--- config.mk ---
export PLATFORM = sky130hd
export DESIGN_NAME = usb_list_sched_ctrl
export DESIGN_NICKNAME = d
export VERILOG_FILES = /design/src/usb_sched_pkg.sv /design/src/ratio_if.sv /design/src/ratio_arbiter.sv /design/src/usb_list_sched_ctrl.sv
export SDC_FILE = /design/constraint.sdc
export NUM_CORES = 1
export LEC_CHECK = 0
export BUFFER_PORTS_ARGS = -buffer_cell sky130_fd_sc_hd__buf_2
export CORE_UTILIZATION = 42
export CTS_CLUSTER_DIAMETER = 200
export DETAILED_ROUTE_END_ITERATION = 12
export PLACE_DENSITY = 0.72
export REMOVE_ABC_BUFFERS = 1
export SYNTH_ARGS = -nofsm -noshare
export SYNTH_HDL_FRONTEND = slang
export SYNTH_SLANG_ARGS = --single-unit
--- constraint.sdc ---
create_clock -name i_clk_sys -period 2.5 [get_ports i_clk_sys]
set_input_delay 0.75 -clock i_clk_sys [delete_from_list [all_inputs] [get_ports i_clk_sys]]
set_output_delay 0.75 -clock i_clk_sys [all_outputs]
set_load 0.02 [all_outputs]
--- src/usb_sched_pkg.sv ---
// package for the host controller list-scheduling control block
// assumes a 40 MHz system clock and a 32-bit word register port
package usb_sched_pkg;

   // register word addresses (byte offsets, one aligned word each)
   localparam logic [7:0] ADDR_OPERATING_CONTROL = 8'h00;
   localparam logic [7:0] ADDR_COMMAND_STATUS    = 8'h04;
   localparam logic [7:0] ADDR_EVENT_FLAGS       = 8'h08;
   localparam logic [7:0] ADDR_EVENT_MASK        = 8'h0c;

   // operating_control fields
   localparam int CTL_RATIO_LSB    = 0;
   localparam int CTL_PERIODIC_BIT = 2;
   localparam int CTL_ISO_BIT      = 3;
   localparam int CTL_CTRL_BIT     = 4;
   localparam int CTL_BULK_BIT     = 5;
   localparam int CTL_FSTATE_LSB   = 6;
   localparam int CTL_ROUTE_BIT    = 8;
   localparam int CTL_WAKECAP_BIT  = 9;
   localparam int CTL_WAKEEN_BIT   = 10;

   // command_and_status fields
   localparam int CMD_BULK_FILL_BIT = 2;
   localparam int CMD_OWNER_REQ_BIT = 3;
   localparam int CMD_OVR_CNT_LSB   = 16;

   // event flag / mask layout
   localparam int EVT_OVERRUN_BIT = 0;
   localparam int EVT_SOF_BIT     = 2;
   localparam int EVT_OWNER_BIT   = 30;
   localparam int EVT_WIDTH       = 32;
   localparam logic [31:0] EVT_IMPL_MASK = 32'h4000_0005;

   // reset values
   localparam logic [1:0]  RATIO_RST    = 2'h0;
   localparam logic [1:0]  OVR_CNT_RST  = 2'h0;
   localparam logic [31:0] WORD_ZERO    = 32'h0000_0000;

   // functional states of the controller
   typedef enum logic [1:0] {
      FS_RESET       = 2'b00,
      FS_RESUME      = 2'b01,
      FS_OPERATIONAL = 2'b10,
      FS_SUSPEND     = 2'b11
   } host_functional_state_e;

   // clock rate and the delay from operational entry to frame markers
   localparam int unsigned CLK_KHZ          = 40000;
   localparam int unsigned SOF_DELAY_US     = 1000;
   localparam int unsigned SOF_DELAY_CYCLES = (SOF_DELAY_US * CLK_KHZ) / 1000;
   localparam int          SOF_CNT_W        = 16;

   // control-served counter width (ratio 0..3 plus one overshoot)
   localparam int SERVED_W = 3;

endpackage : usb_sched_pkg

--- src/ratio_if.sv ---
// carrier between the scheduling controller and its ratio arbiter
// assumes both ends run on the same system clock
interface ratio_if;
   logic [1:0] ratio;
   logic       ctrl_served;
   logic       bulk_served;
   logic       pick_bulk;

   modport ctrl (output ratio, output ctrl_served, output bulk_served, input pick_bulk);
   modport arb  (input ratio, input ctrl_served, input bulk_served, output pick_bulk);
endinterface : ratio_if

--- src/ratio_arbiter.sv ---
// control/bulk service ratio arbiter
// assumes served strobes are one-cycle pulses on the system clock
module ratio_arbiter
   import usb_sched_pkg::*;
(
   // clock and reset
   input  wire logic i_clk_sys,
   input  wire logic i_rst,
   // controller side
   ratio_if.arb      rif
);

   logic [SERVED_W-1:0] served_q;
   logic [SERVED_W-1:0] served_d;
   logic                pick_bulk_q;

   function automatic logic ratio_reached(input logic [SERVED_W-1:0] cnt,
                                          input logic [1:0]          ratio);
      ratio_reached = (cnt > {1'b0, ratio});
   endfunction

   // count survives frame boundaries: nothing here looks at sof
   always_comb begin
      served_d = served_q;
      if (rif.bulk_served) begin
         served_d = '0;
      end else if (rif.ctrl_served && !ratio_reached(served_q, rif.ratio)) begin
         served_d = served_q + SERVED_W'(1);
      end
   end

   always_ff @(posedge i_clk_sys) begin
      if (i_rst) begin
         served_q <= '0;
      end else begin
         served_q <= served_d;
      end
   end

   always_ff @(posedge i_clk_sys) begin
      if (i_rst) begin
         pick_bulk_q <= 1'b0;
      end else begin
         pick_bulk_q <= ratio_reached(served_d, rif.ratio);
      end
   end

   assign rif.pick_bulk = pick_bulk_q;

endmodule // ratio_arbiter

--- src/usb_list_sched_ctrl.sv ---
// list-scheduling controls of a full-speed usb host controller
// assumes a frame engine on the same clock giving one-cycle event pulses
//
// Added by the designer: the register offsets and the plain strobed port.
module usb_list_sched_ctrl
   import usb_sched_pkg::*;
#(
   parameter int unsigned P_SOF_DELAY_CYCLES = usb_sched_pkg::SOF_DELAY_CYCLES
) (
   // clock and reset
   input  wire logic        i_clk_sys,
   input  wire logic        i_rst,
   // register port
   input  wire logic [7:0]  i_addr,
   input  wire logic [31:0] i_wdata,
   input  wire logic        i_wr,
   input  wire logic        i_rd,
   output logic      [31:0] o_rdata,
   // frame engine events
   input  wire logic        i_soft_rst,
   input  wire logic        i_sof,
   input  wire logic        i_ctrl_served,
   input  wire logic        i_bulk_served,
   input  wire logic        i_bulk_head,
   input  wire logic        i_bulk_td_found,
   input  wire logic        i_sched_overrun,
   input  wire logic        i_handover_done,
   input  wire logic        i_resume_detect,
   // frame engine decisions
   output logic             o_ctrl_allow,
   output logic             o_bulk_allow,
   output logic             o_periodic_allow,
   output logic             o_iso_continue,
   output logic             o_pick_bulk,
   output logic             o_bulk_start,
   output logic             o_sof_run,
   output logic [1:0]       o_functional_state,
   // interrupt
   output logic             o_irq
);
   import usb_sched_pkg::*;

   ratio_if rif ();

   // operating_control fields
   logic [1:0]             ctrl_bulk_ratio_q;
   logic                   periodic_go_q;
   logic                   iso_go_q;
   logic                   ctrl_go_q;
   logic                   bulk_go_q;
   host_functional_state_e fstate_q;
   logic                   route_q;
   logic                   wakeup_capable_q;
   logic                   wake_en_q;
   // frame-sampled copies
   logic                   ctrl_frame_q;
   logic                   bulk_frame_q;
   logic                   periodic_frame_q;
   logic                   iso_frame_q;
   // command_and_status fields
   logic                   bulk_pending_flag_q;
   logic                   ownership_request_q;
   logic [1:0]             overrun_cnt_q;
   // events
   logic [31:0]            evt_flags_q;
   logic [31:0]            evt_mask_q;
   logic [31:0]            evt_set;
   // sof start delay
   logic [SOF_CNT_W-1:0]   sof_cnt_q;
   logic                   entering_op;
   host_functional_state_e fstate_d;
   // decode
   logic                   wr_ctl;
   logic                   wr_cmd;
   logic                   wr_mask;
   logic                   rd_flags;
   logic                   owner_req_set;

   function automatic logic hit(input logic strobe, input logic [7:0] a, input logic [7:0] b);
      hit = strobe && (a == b);
   endfunction

   assign wr_ctl        = hit(i_wr, i_addr, ADDR_OPERATING_CONTROL);
   assign wr_cmd        = hit(i_wr, i_addr, ADDR_COMMAND_STATUS);
   assign wr_mask       = hit(i_wr, i_addr, ADDR_EVENT_MASK);
   assign rd_flags      = hit(i_rd, i_addr, ADDR_EVENT_FLAGS);
   assign owner_req_set = wr_cmd && i_wdata[CMD_OWNER_REQ_BIT];

   // software-only fields of operating_control
   always_ff @(posedge i_clk_sys) begin
      if (i_rst) begin
         ctrl_bulk_ratio_q <= RATIO_RST;
         periodic_go_q     <= 1'b0;
         iso_go_q          <= 1'b0;
         ctrl_go_q         <= 1'b0;
         bulk_go_q         <= 1'b0;
         wake_en_q         <= 1'b0;
         route_q           <= 1'b0;
      end else if (i_soft_rst) begin
         // routing tag survives a software reset
         ctrl_bulk_ratio_q <= RATIO_RST;
         periodic_go_q     <= 1'b0;
         iso_go_q          <= 1'b0;
         ctrl_go_q         <= 1'b0;
         bulk_go_q         <= 1'b0;
         wake_en_q         <= 1'b0;
      end else if (wr_ctl) begin
         ctrl_bulk_ratio_q <= i_wdata[CTL_RATIO_LSB +: 2];
         periodic_go_q     <= i_wdata[CTL_PERIODIC_BIT];
         iso_go_q          <= i_wdata[CTL_ISO_BIT];
         ctrl_go_q         <= i_wdata[CTL_CTRL_BIT];
         bulk_go_q         <= i_wdata[CTL_BULK_BIT];
         wake_en_q         <= i_wdata[CTL_WAKEEN_BIT];
         route_q           <= i_wdata[CTL_ROUTE_BIT];
      end
   end

   // wakeup_capable: cleared by hardware reset only
   always_ff @(posedge i_clk_sys) begin
      if (i_rst) begin
         wakeup_capable_q <= 1'b0;
      end else if (wr_ctl) begin
         wakeup_capable_q <= i_wdata[CTL_WAKECAP_BIT];
      end
   end

   // functional state: software writes, hardware moves on soft reset and resume
   always_comb begin
      fstate_d = fstate_q;
      if (i_soft_rst) begin
         fstate_d = FS_SUSPEND;
      end else if (wr_ctl) begin
         case (i_wdata[CTL_FSTATE_LSB +: 2])
            2'b00:   fstate_d = FS_RESET;
            2'b01:   fstate_d = FS_RESUME;
            2'b10:   fstate_d = FS_OPERATIONAL;
            2'b11:   fstate_d = FS_SUSPEND;
            default: fstate_d = FS_RESET;
         endcase
      end else if (fstate_q == FS_SUSPEND && i_resume_detect) begin
         fstate_d = FS_RESUME;
      end
   end

   always_ff @(posedge i_clk_sys) begin
      if (i_rst) begin
         fstate_q <= FS_RESET;
      end else begin
         fstate_q <= fstate_d;
      end
   end

   assign entering_op = (fstate_d == FS_OPERATIONAL) && (fstate_q != FS_OPERATIONAL);

   // frame markers start a fixed delay after entering operational
   always_ff @(posedge i_clk_sys) begin
      if (i_rst) begin
         sof_cnt_q <= '0;
         o_sof_run <= 1'b0;
      end else if (fstate_d != FS_OPERATIONAL) begin
         sof_cnt_q <= '0;
         o_sof_run <= 1'b0;
      end else if (entering_op) begin
         sof_cnt_q <= SOF_CNT_W'(P_SOF_DELAY_CYCLES);
         o_sof_run <= 1'b0;
      end else if (sof_cnt_q > SOF_CNT_W'(1)) begin
         sof_cnt_q <= sof_cnt_q - SOF_CNT_W'(1);
      end else if (sof_cnt_q == SOF_CNT_W'(1)) begin
         sof_cnt_q <= '0;
         o_sof_run <= 1'b1;
      end
   end

   // enables sampled at each frame start so a set acts only next frame
   always_ff @(posedge i_clk_sys) begin
      if (i_rst || i_soft_rst) begin
         ctrl_frame_q     <= 1'b0;
         bulk_frame_q     <= 1'b0;
         periodic_frame_q <= 1'b0;
         iso_frame_q      <= 1'b0;
      end else if (i_sof) begin
         ctrl_frame_q     <= ctrl_go_q;
         bulk_frame_q     <= bulk_go_q;
         periodic_frame_q <= periodic_go_q;
         iso_frame_q      <= iso_go_q;
      end
   end

   // control, bulk and periodic check the live bit too, so a clear stops them without waiting; iso follows only the frame copy
   always_ff @(posedge i_clk_sys) begin
      if (i_rst) begin
         o_ctrl_allow     <= 1'b0;
         o_bulk_allow     <= 1'b0;
         o_periodic_allow <= 1'b0;
         o_iso_continue   <= 1'b0;
      end else begin
         o_ctrl_allow     <= ctrl_go_q && ctrl_frame_q;
         o_bulk_allow     <= bulk_go_q && bulk_frame_q;
         o_periodic_allow <= periodic_go_q && periodic_frame_q;
         o_iso_continue   <= iso_frame_q;
      end
   end

   // ratio arbiter
   assign rif.ratio       = ctrl_bulk_ratio_q;
   assign rif.ctrl_served = i_ctrl_served;
   assign rif.bulk_served = i_bulk_served;

   ratio_arbiter u_ratio_arbiter (
      .i_clk_sys (i_clk_sys),
      .i_rst     (i_rst || i_soft_rst),
      .rif       (rif)
   );

   always_ff @(posedge i_clk_sys) begin
      if (i_rst) begin
         o_pick_bulk <= 1'b0;
      end else begin
         o_pick_bulk <= rif.pick_bulk;
      end
   end

   // bulk_pending_flag: software write-to-set and descriptor found win over the start clear
   always_ff @(posedge i_clk_sys) begin
      if (i_rst || i_soft_rst) begin
         bulk_pending_flag_q <= 1'b0;
      end else if ((wr_cmd && i_wdata[CMD_BULK_FILL_BIT]) || i_bulk_td_found) begin
         bulk_pending_flag_q <= 1'b1;
      end else if (i_bulk_head && bulk_pending_flag_q && o_bulk_allow) begin
         bulk_pending_flag_q <= 1'b0;
      end
   end

   // start pulse at the list head only if enabled and filled
   always_ff @(posedge i_clk_sys) begin
      if (i_rst) begin
         o_bulk_start <= 1'b0;
      end else begin
         o_bulk_start <= i_bulk_head && bulk_pending_flag_q && o_bulk_allow;
      end
   end

   // ownership request: a new request wins over the handover clear
   always_ff @(posedge i_clk_sys) begin
      if (i_rst || i_soft_rst) begin
         ownership_request_q <= 1'b0;
      end else if (owner_req_set) begin
         ownership_request_q <= 1'b1;
      end else if (i_handover_done) begin
         ownership_request_q <= 1'b0;
      end
   end

   // overrun counter counts regardless of the overrun flag
   always_ff @(posedge i_clk_sys) begin
      if (i_rst || i_soft_rst) begin
         overrun_cnt_q <= OVR_CNT_RST;
      end else if (i_sched_overrun) begin
         overrun_cnt_q <= overrun_cnt_q + 2'h1;
      end
   end

   // sticky event flags, cleared by reading, set wins over read clear
   always_comb begin
      evt_set                  = WORD_ZERO;
      evt_set[EVT_OVERRUN_BIT] = i_sched_overrun;
      evt_set[EVT_SOF_BIT]     = i_sof;
      evt_set[EVT_OWNER_BIT]   = owner_req_set;
   end

   always_ff @(posedge i_clk_sys) begin
      if (i_rst || i_soft_rst) begin
         evt_flags_q <= WORD_ZERO;
      end else if (rd_flags) begin
         evt_flags_q <= evt_set;
      end else begin
         evt_flags_q <= evt_flags_q | evt_set;
      end
   end

   always_ff @(posedge i_clk_sys) begin
      if (i_rst || i_soft_rst) begin
         evt_mask_q <= WORD_ZERO;
      end else if (wr_mask) begin
         evt_mask_q <= i_wdata & EVT_IMPL_MASK;
      end
   end

   always_ff @(posedge i_clk_sys) begin
      if (i_rst) begin
         o_irq <= 1'b0;
      end else begin
         o_irq <= |(evt_flags_q & evt_mask_q);
      end
   end

   // read data, one cycle after the strobe; zero otherwise
   always_ff @(posedge i_clk_sys) begin
      if (i_rst) begin
         o_rdata <= WORD_ZERO;
      end else begin
         o_rdata <= WORD_ZERO;
         if (i_rd) begin
            case (i_addr)
               ADDR_OPERATING_CONTROL: begin
                  o_rdata[CTL_RATIO_LSB +: 2]  <= ctrl_bulk_ratio_q;
                  o_rdata[CTL_PERIODIC_BIT]    <= periodic_go_q;
                  o_rdata[CTL_ISO_BIT]         <= iso_go_q;
                  o_rdata[CTL_CTRL_BIT]        <= ctrl_go_q;
                  o_rdata[CTL_BULK_BIT]        <= bulk_go_q;
                  o_rdata[CTL_FSTATE_LSB +: 2] <= fstate_q;
                  o_rdata[CTL_ROUTE_BIT]       <= route_q;
                  o_rdata[CTL_WAKECAP_BIT]     <= wakeup_capable_q;
                  o_rdata[CTL_WAKEEN_BIT]      <= wake_en_q;
               end
               ADDR_COMMAND_STATUS: begin
                  o_rdata[CMD_BULK_FILL_BIT]    <= bulk_pending_flag_q;
                  o_rdata[CMD_OWNER_REQ_BIT]    <= ownership_request_q;
                  o_rdata[CMD_OVR_CNT_LSB +: 2] <= overrun_cnt_q;
               end
               ADDR_EVENT_FLAGS: o_rdata <= evt_flags_q;
               ADDR_EVENT_MASK:  o_rdata <= evt_mask_q;
               default:          o_rdata <= WORD_ZERO;
            endcase
         end
      end
   end

   assign o_functional_state = fstate_q;

endmodule // usb_list_sched_ctrl

==> results.json <==
{
  "row_count": 30,
  "cts_setup_buffers": 0,
  "routedWlPerCell_um": 13.04,
  "critPathArrivalTime_ps": 2560,
  "crit_path_start_kind": "flop",
  "worstSetupEndpointType": "flop",
  "antenna_left": 0,
  "clock_latency_ps": 350,
  "synth.ff_latch_count": 67,
  "fillers": 638,
  "finalNetCount": 445,
  "min_path_type": "flop to flop",
  "cts_sinks": 67,
  "r2r_slack_ps": 220,
  "final-seq-area_mm2": 0.001341,
  "crit_type": "flop to flop",
  "max_freq_ghz": 0.4393,
  "synthMuxAreaShare_pct": 5.702,
  "fin_tns_setup_ps": 0,
  "ys_warn_count": 0,
  "clock_path_buffers": 2,
  "diodes": 0,
  "drt-pass1-iter-count": 6,
  "synth-edff-count": 0,
  "dpl_cell_area_mm2": 0.003286,
  "drive_gt1_share_pct": 24.62,
  "final_hold_viol_count": 0,
  "final_common_cell": "dfxtp_1",
  "setup_viol_count_final": 0,
  "yosysUniqueCellTypes": 50,
  "synthCells": 322,
  "worstMarginPinSlew_ps": 497.3,
  "dieArea_mm2": 0.007339,
  "clk_pin_slew_ps": 70,
  "status": "complete, no violations",
  "syn_to_final_growth_pct": 21.06,
  "grt_max_degree": 26,
  "async_reset_ff_share_pct": 0,
  "fin_crit_sh_pct": 91.05,
  "grt_pass1_vias": 2242,
  "synth_compound_area_share_pct": 9.149,
  "skew_ps": 6.789,
  "multiInputGateArea_mm2": 0.001446,
  "p_per_area_mw_per_mm2": 724.4,
  "ys.flop_type": "dfxtp_1",
  "gp_congestion": 0.8193,
  "viasPerCell": 5.041,
  "initial_core_util_pct": 43.28,
  "slew_headroom_pct": 66.54,
  "io_pins": 95,
  "ys_seq_area_share_pct": 45.62,
  "antenna_found_initial": 0,
  "vdd_drop_max_uv": 395.9,
  "syn_area_mm2": 0.002940,
  "synthXorXnorAreaFrac_pct": 2.979,
  "max_cap_violations": 0,
  "layout_common_cells": "dfxtp_1 (67), buf_2 (56), nor2_1 (35)",
  "drv_slew": 0,
  "power_uw": 2579,
  "crit_fanout": 3,
  "die_h_um": 85.67,
  "grt_overflow": 0,
  "numCtsBuffers": 9,
  "whs_ps": 447.8,
  "stdcell_area_mm2": 0.003560,
  "yosys-top-cells-area": "dfxtp_1 (46%), buf_4 (4.9%), a21oi_1 (4.8%), nor2_1 (4.5%), mux2i_1 (4.1%)",
  "routed_wl_um": 6337,
  "yosys.area_share.simple_pct": 26.09,
  "dp_hpwl_um": 4690,
  "dr_total_vias": 2450,
  "synth_top_family_by_area": "simple AND/OR/NAND/NOR gates",
  "grt_usage_pct": 18.62,
  "drc": 0,
  "period_needed_ps": 2276,
  "port_buffers": 56,
  "synth_top_area_share_pct": 45.62,
  "syn_avg_cell_area_um2": 9.131,
  "synthAdderAreaFrac_pct": 2.979,
  "grt_pass1_wl_um": 10540,
  "cts-root-buf": "clkbuf_8",
  "die_w_um": 85.67,
  "htreeDepth": 3,
  "crit_required_ps": 2790,
  "core-area_mm2": 0.006794,
  "cts_tree": "built",
  "p_leak_uw": 0.001531,
  "rsz0062_at_grt": "no",
  "yosysTopAreaCell": "dfxtp_1",
  "drtIter0Drc": 131
}
metrics by stage:
stage	cells	setup WS [ps]	util (%)
after floorplan	309	184.6	-
after global placement	470	268.8	48.36
after detailed placement	470	192.7	48.36
after CTS	486	174.9	52.39
after global routing	486	76.69	52.39
final	486	223.7	52.39
where the power goes:
part           switching, µW  internal [µW]  leakage [µW]  total, µW
registers               16.3           1080      0.000542       1100
logic                    160            109      0.000856        270
clock network            420            792      0.000133       1210
total                    596           1980       0.00153       2580
sequential cells by signal, summed over array words and instances, names as in the netlist, 2 cells and up:
signal,flops
o_functional_state,2
evt_flags_q,3
o_rdata,14
evt_mask_q,3
overrun_cnt_q,2
u_ratio_arbiter.served_q,3
ctrl_bulk_ratio_q,2
sof_cnt_q,16
what timing repair did:
action,CTS,global route
setup endpoints to repair,0,1
gates resized for setup,0,1
hold buffers,0,0
per-layer routing:
| metal | track usage, % | routed length (µm) | vias to the layer above |
|---|---|---|---|
| li1 | - | - | 1209 |
| met5 | 0 | 0 | - |
| met2 | 31.71 | 3155 | 70 |
| met1 | 22.60 | 2778 | 1165 |
| met3 | 5.871 | 329 | 6 |
| met4 | 5.455 | 74 | 0 |
critical path: stages, from the launching register on:
cell      delay (ps)
dfxtp_1          330
inv_1             80
ha_1             310
nor2b_1          130
o21ai_1          150
nand3b_1         160
xnor2_1          170
or2_2            280
ha_1             270
a21oi_1          160
o21ai_0          120
nand2b_1          80
kinds of logic after synthesis:
kind of cell,count (synthesis)
other,1
adder cells (fa/ha/maj),7
AO/OA/AOI/OAI,48
flip-flops,67
buffers and inverters,38
XOR/XNOR,10
AND/OR/NAND/NOR,136
multiplexers,15
final timing paths:
path	start	end	depth (start not counted)
setup / recovery	ctrl_bulk_ratio_q[1]	u_ratio_arbiter.rif.pick_bulk	11
hold / removal	o_sof_run	o_sof_run	2
setup reg to reg	ctrl_bulk_ratio_q[1]	u_ratio_arbiter.rif.pick_bulk	11
hold reg to reg	o_sof_run	o_sof_run	2
synthesized netlist by cell type (all sizes together) (6+ instances only):
cell    instances
nand3          20
o21ai          10
nor3           13
and2            8
nor2           35
inv             8
ha              7
nor2b           9
a21oi          29
xnor2           7
buf            22
dfxtp          67
clkbuf          8
nand2          21
nor4            6
mux2i          13
layout make-up:
type / instances / share of cell area, %
multi-input cells: 234 / 40.63
clock buffers: 10 / 3.866
well taps: 96 / 3.374
repair buffers: 65 / 9.772
flip-flops and latches: 67 / 37.68
clock inverters: 6 / 3.831
inverters: 8 / 0.8436
No activity file was read; power rests on OpenSTA's default activity.
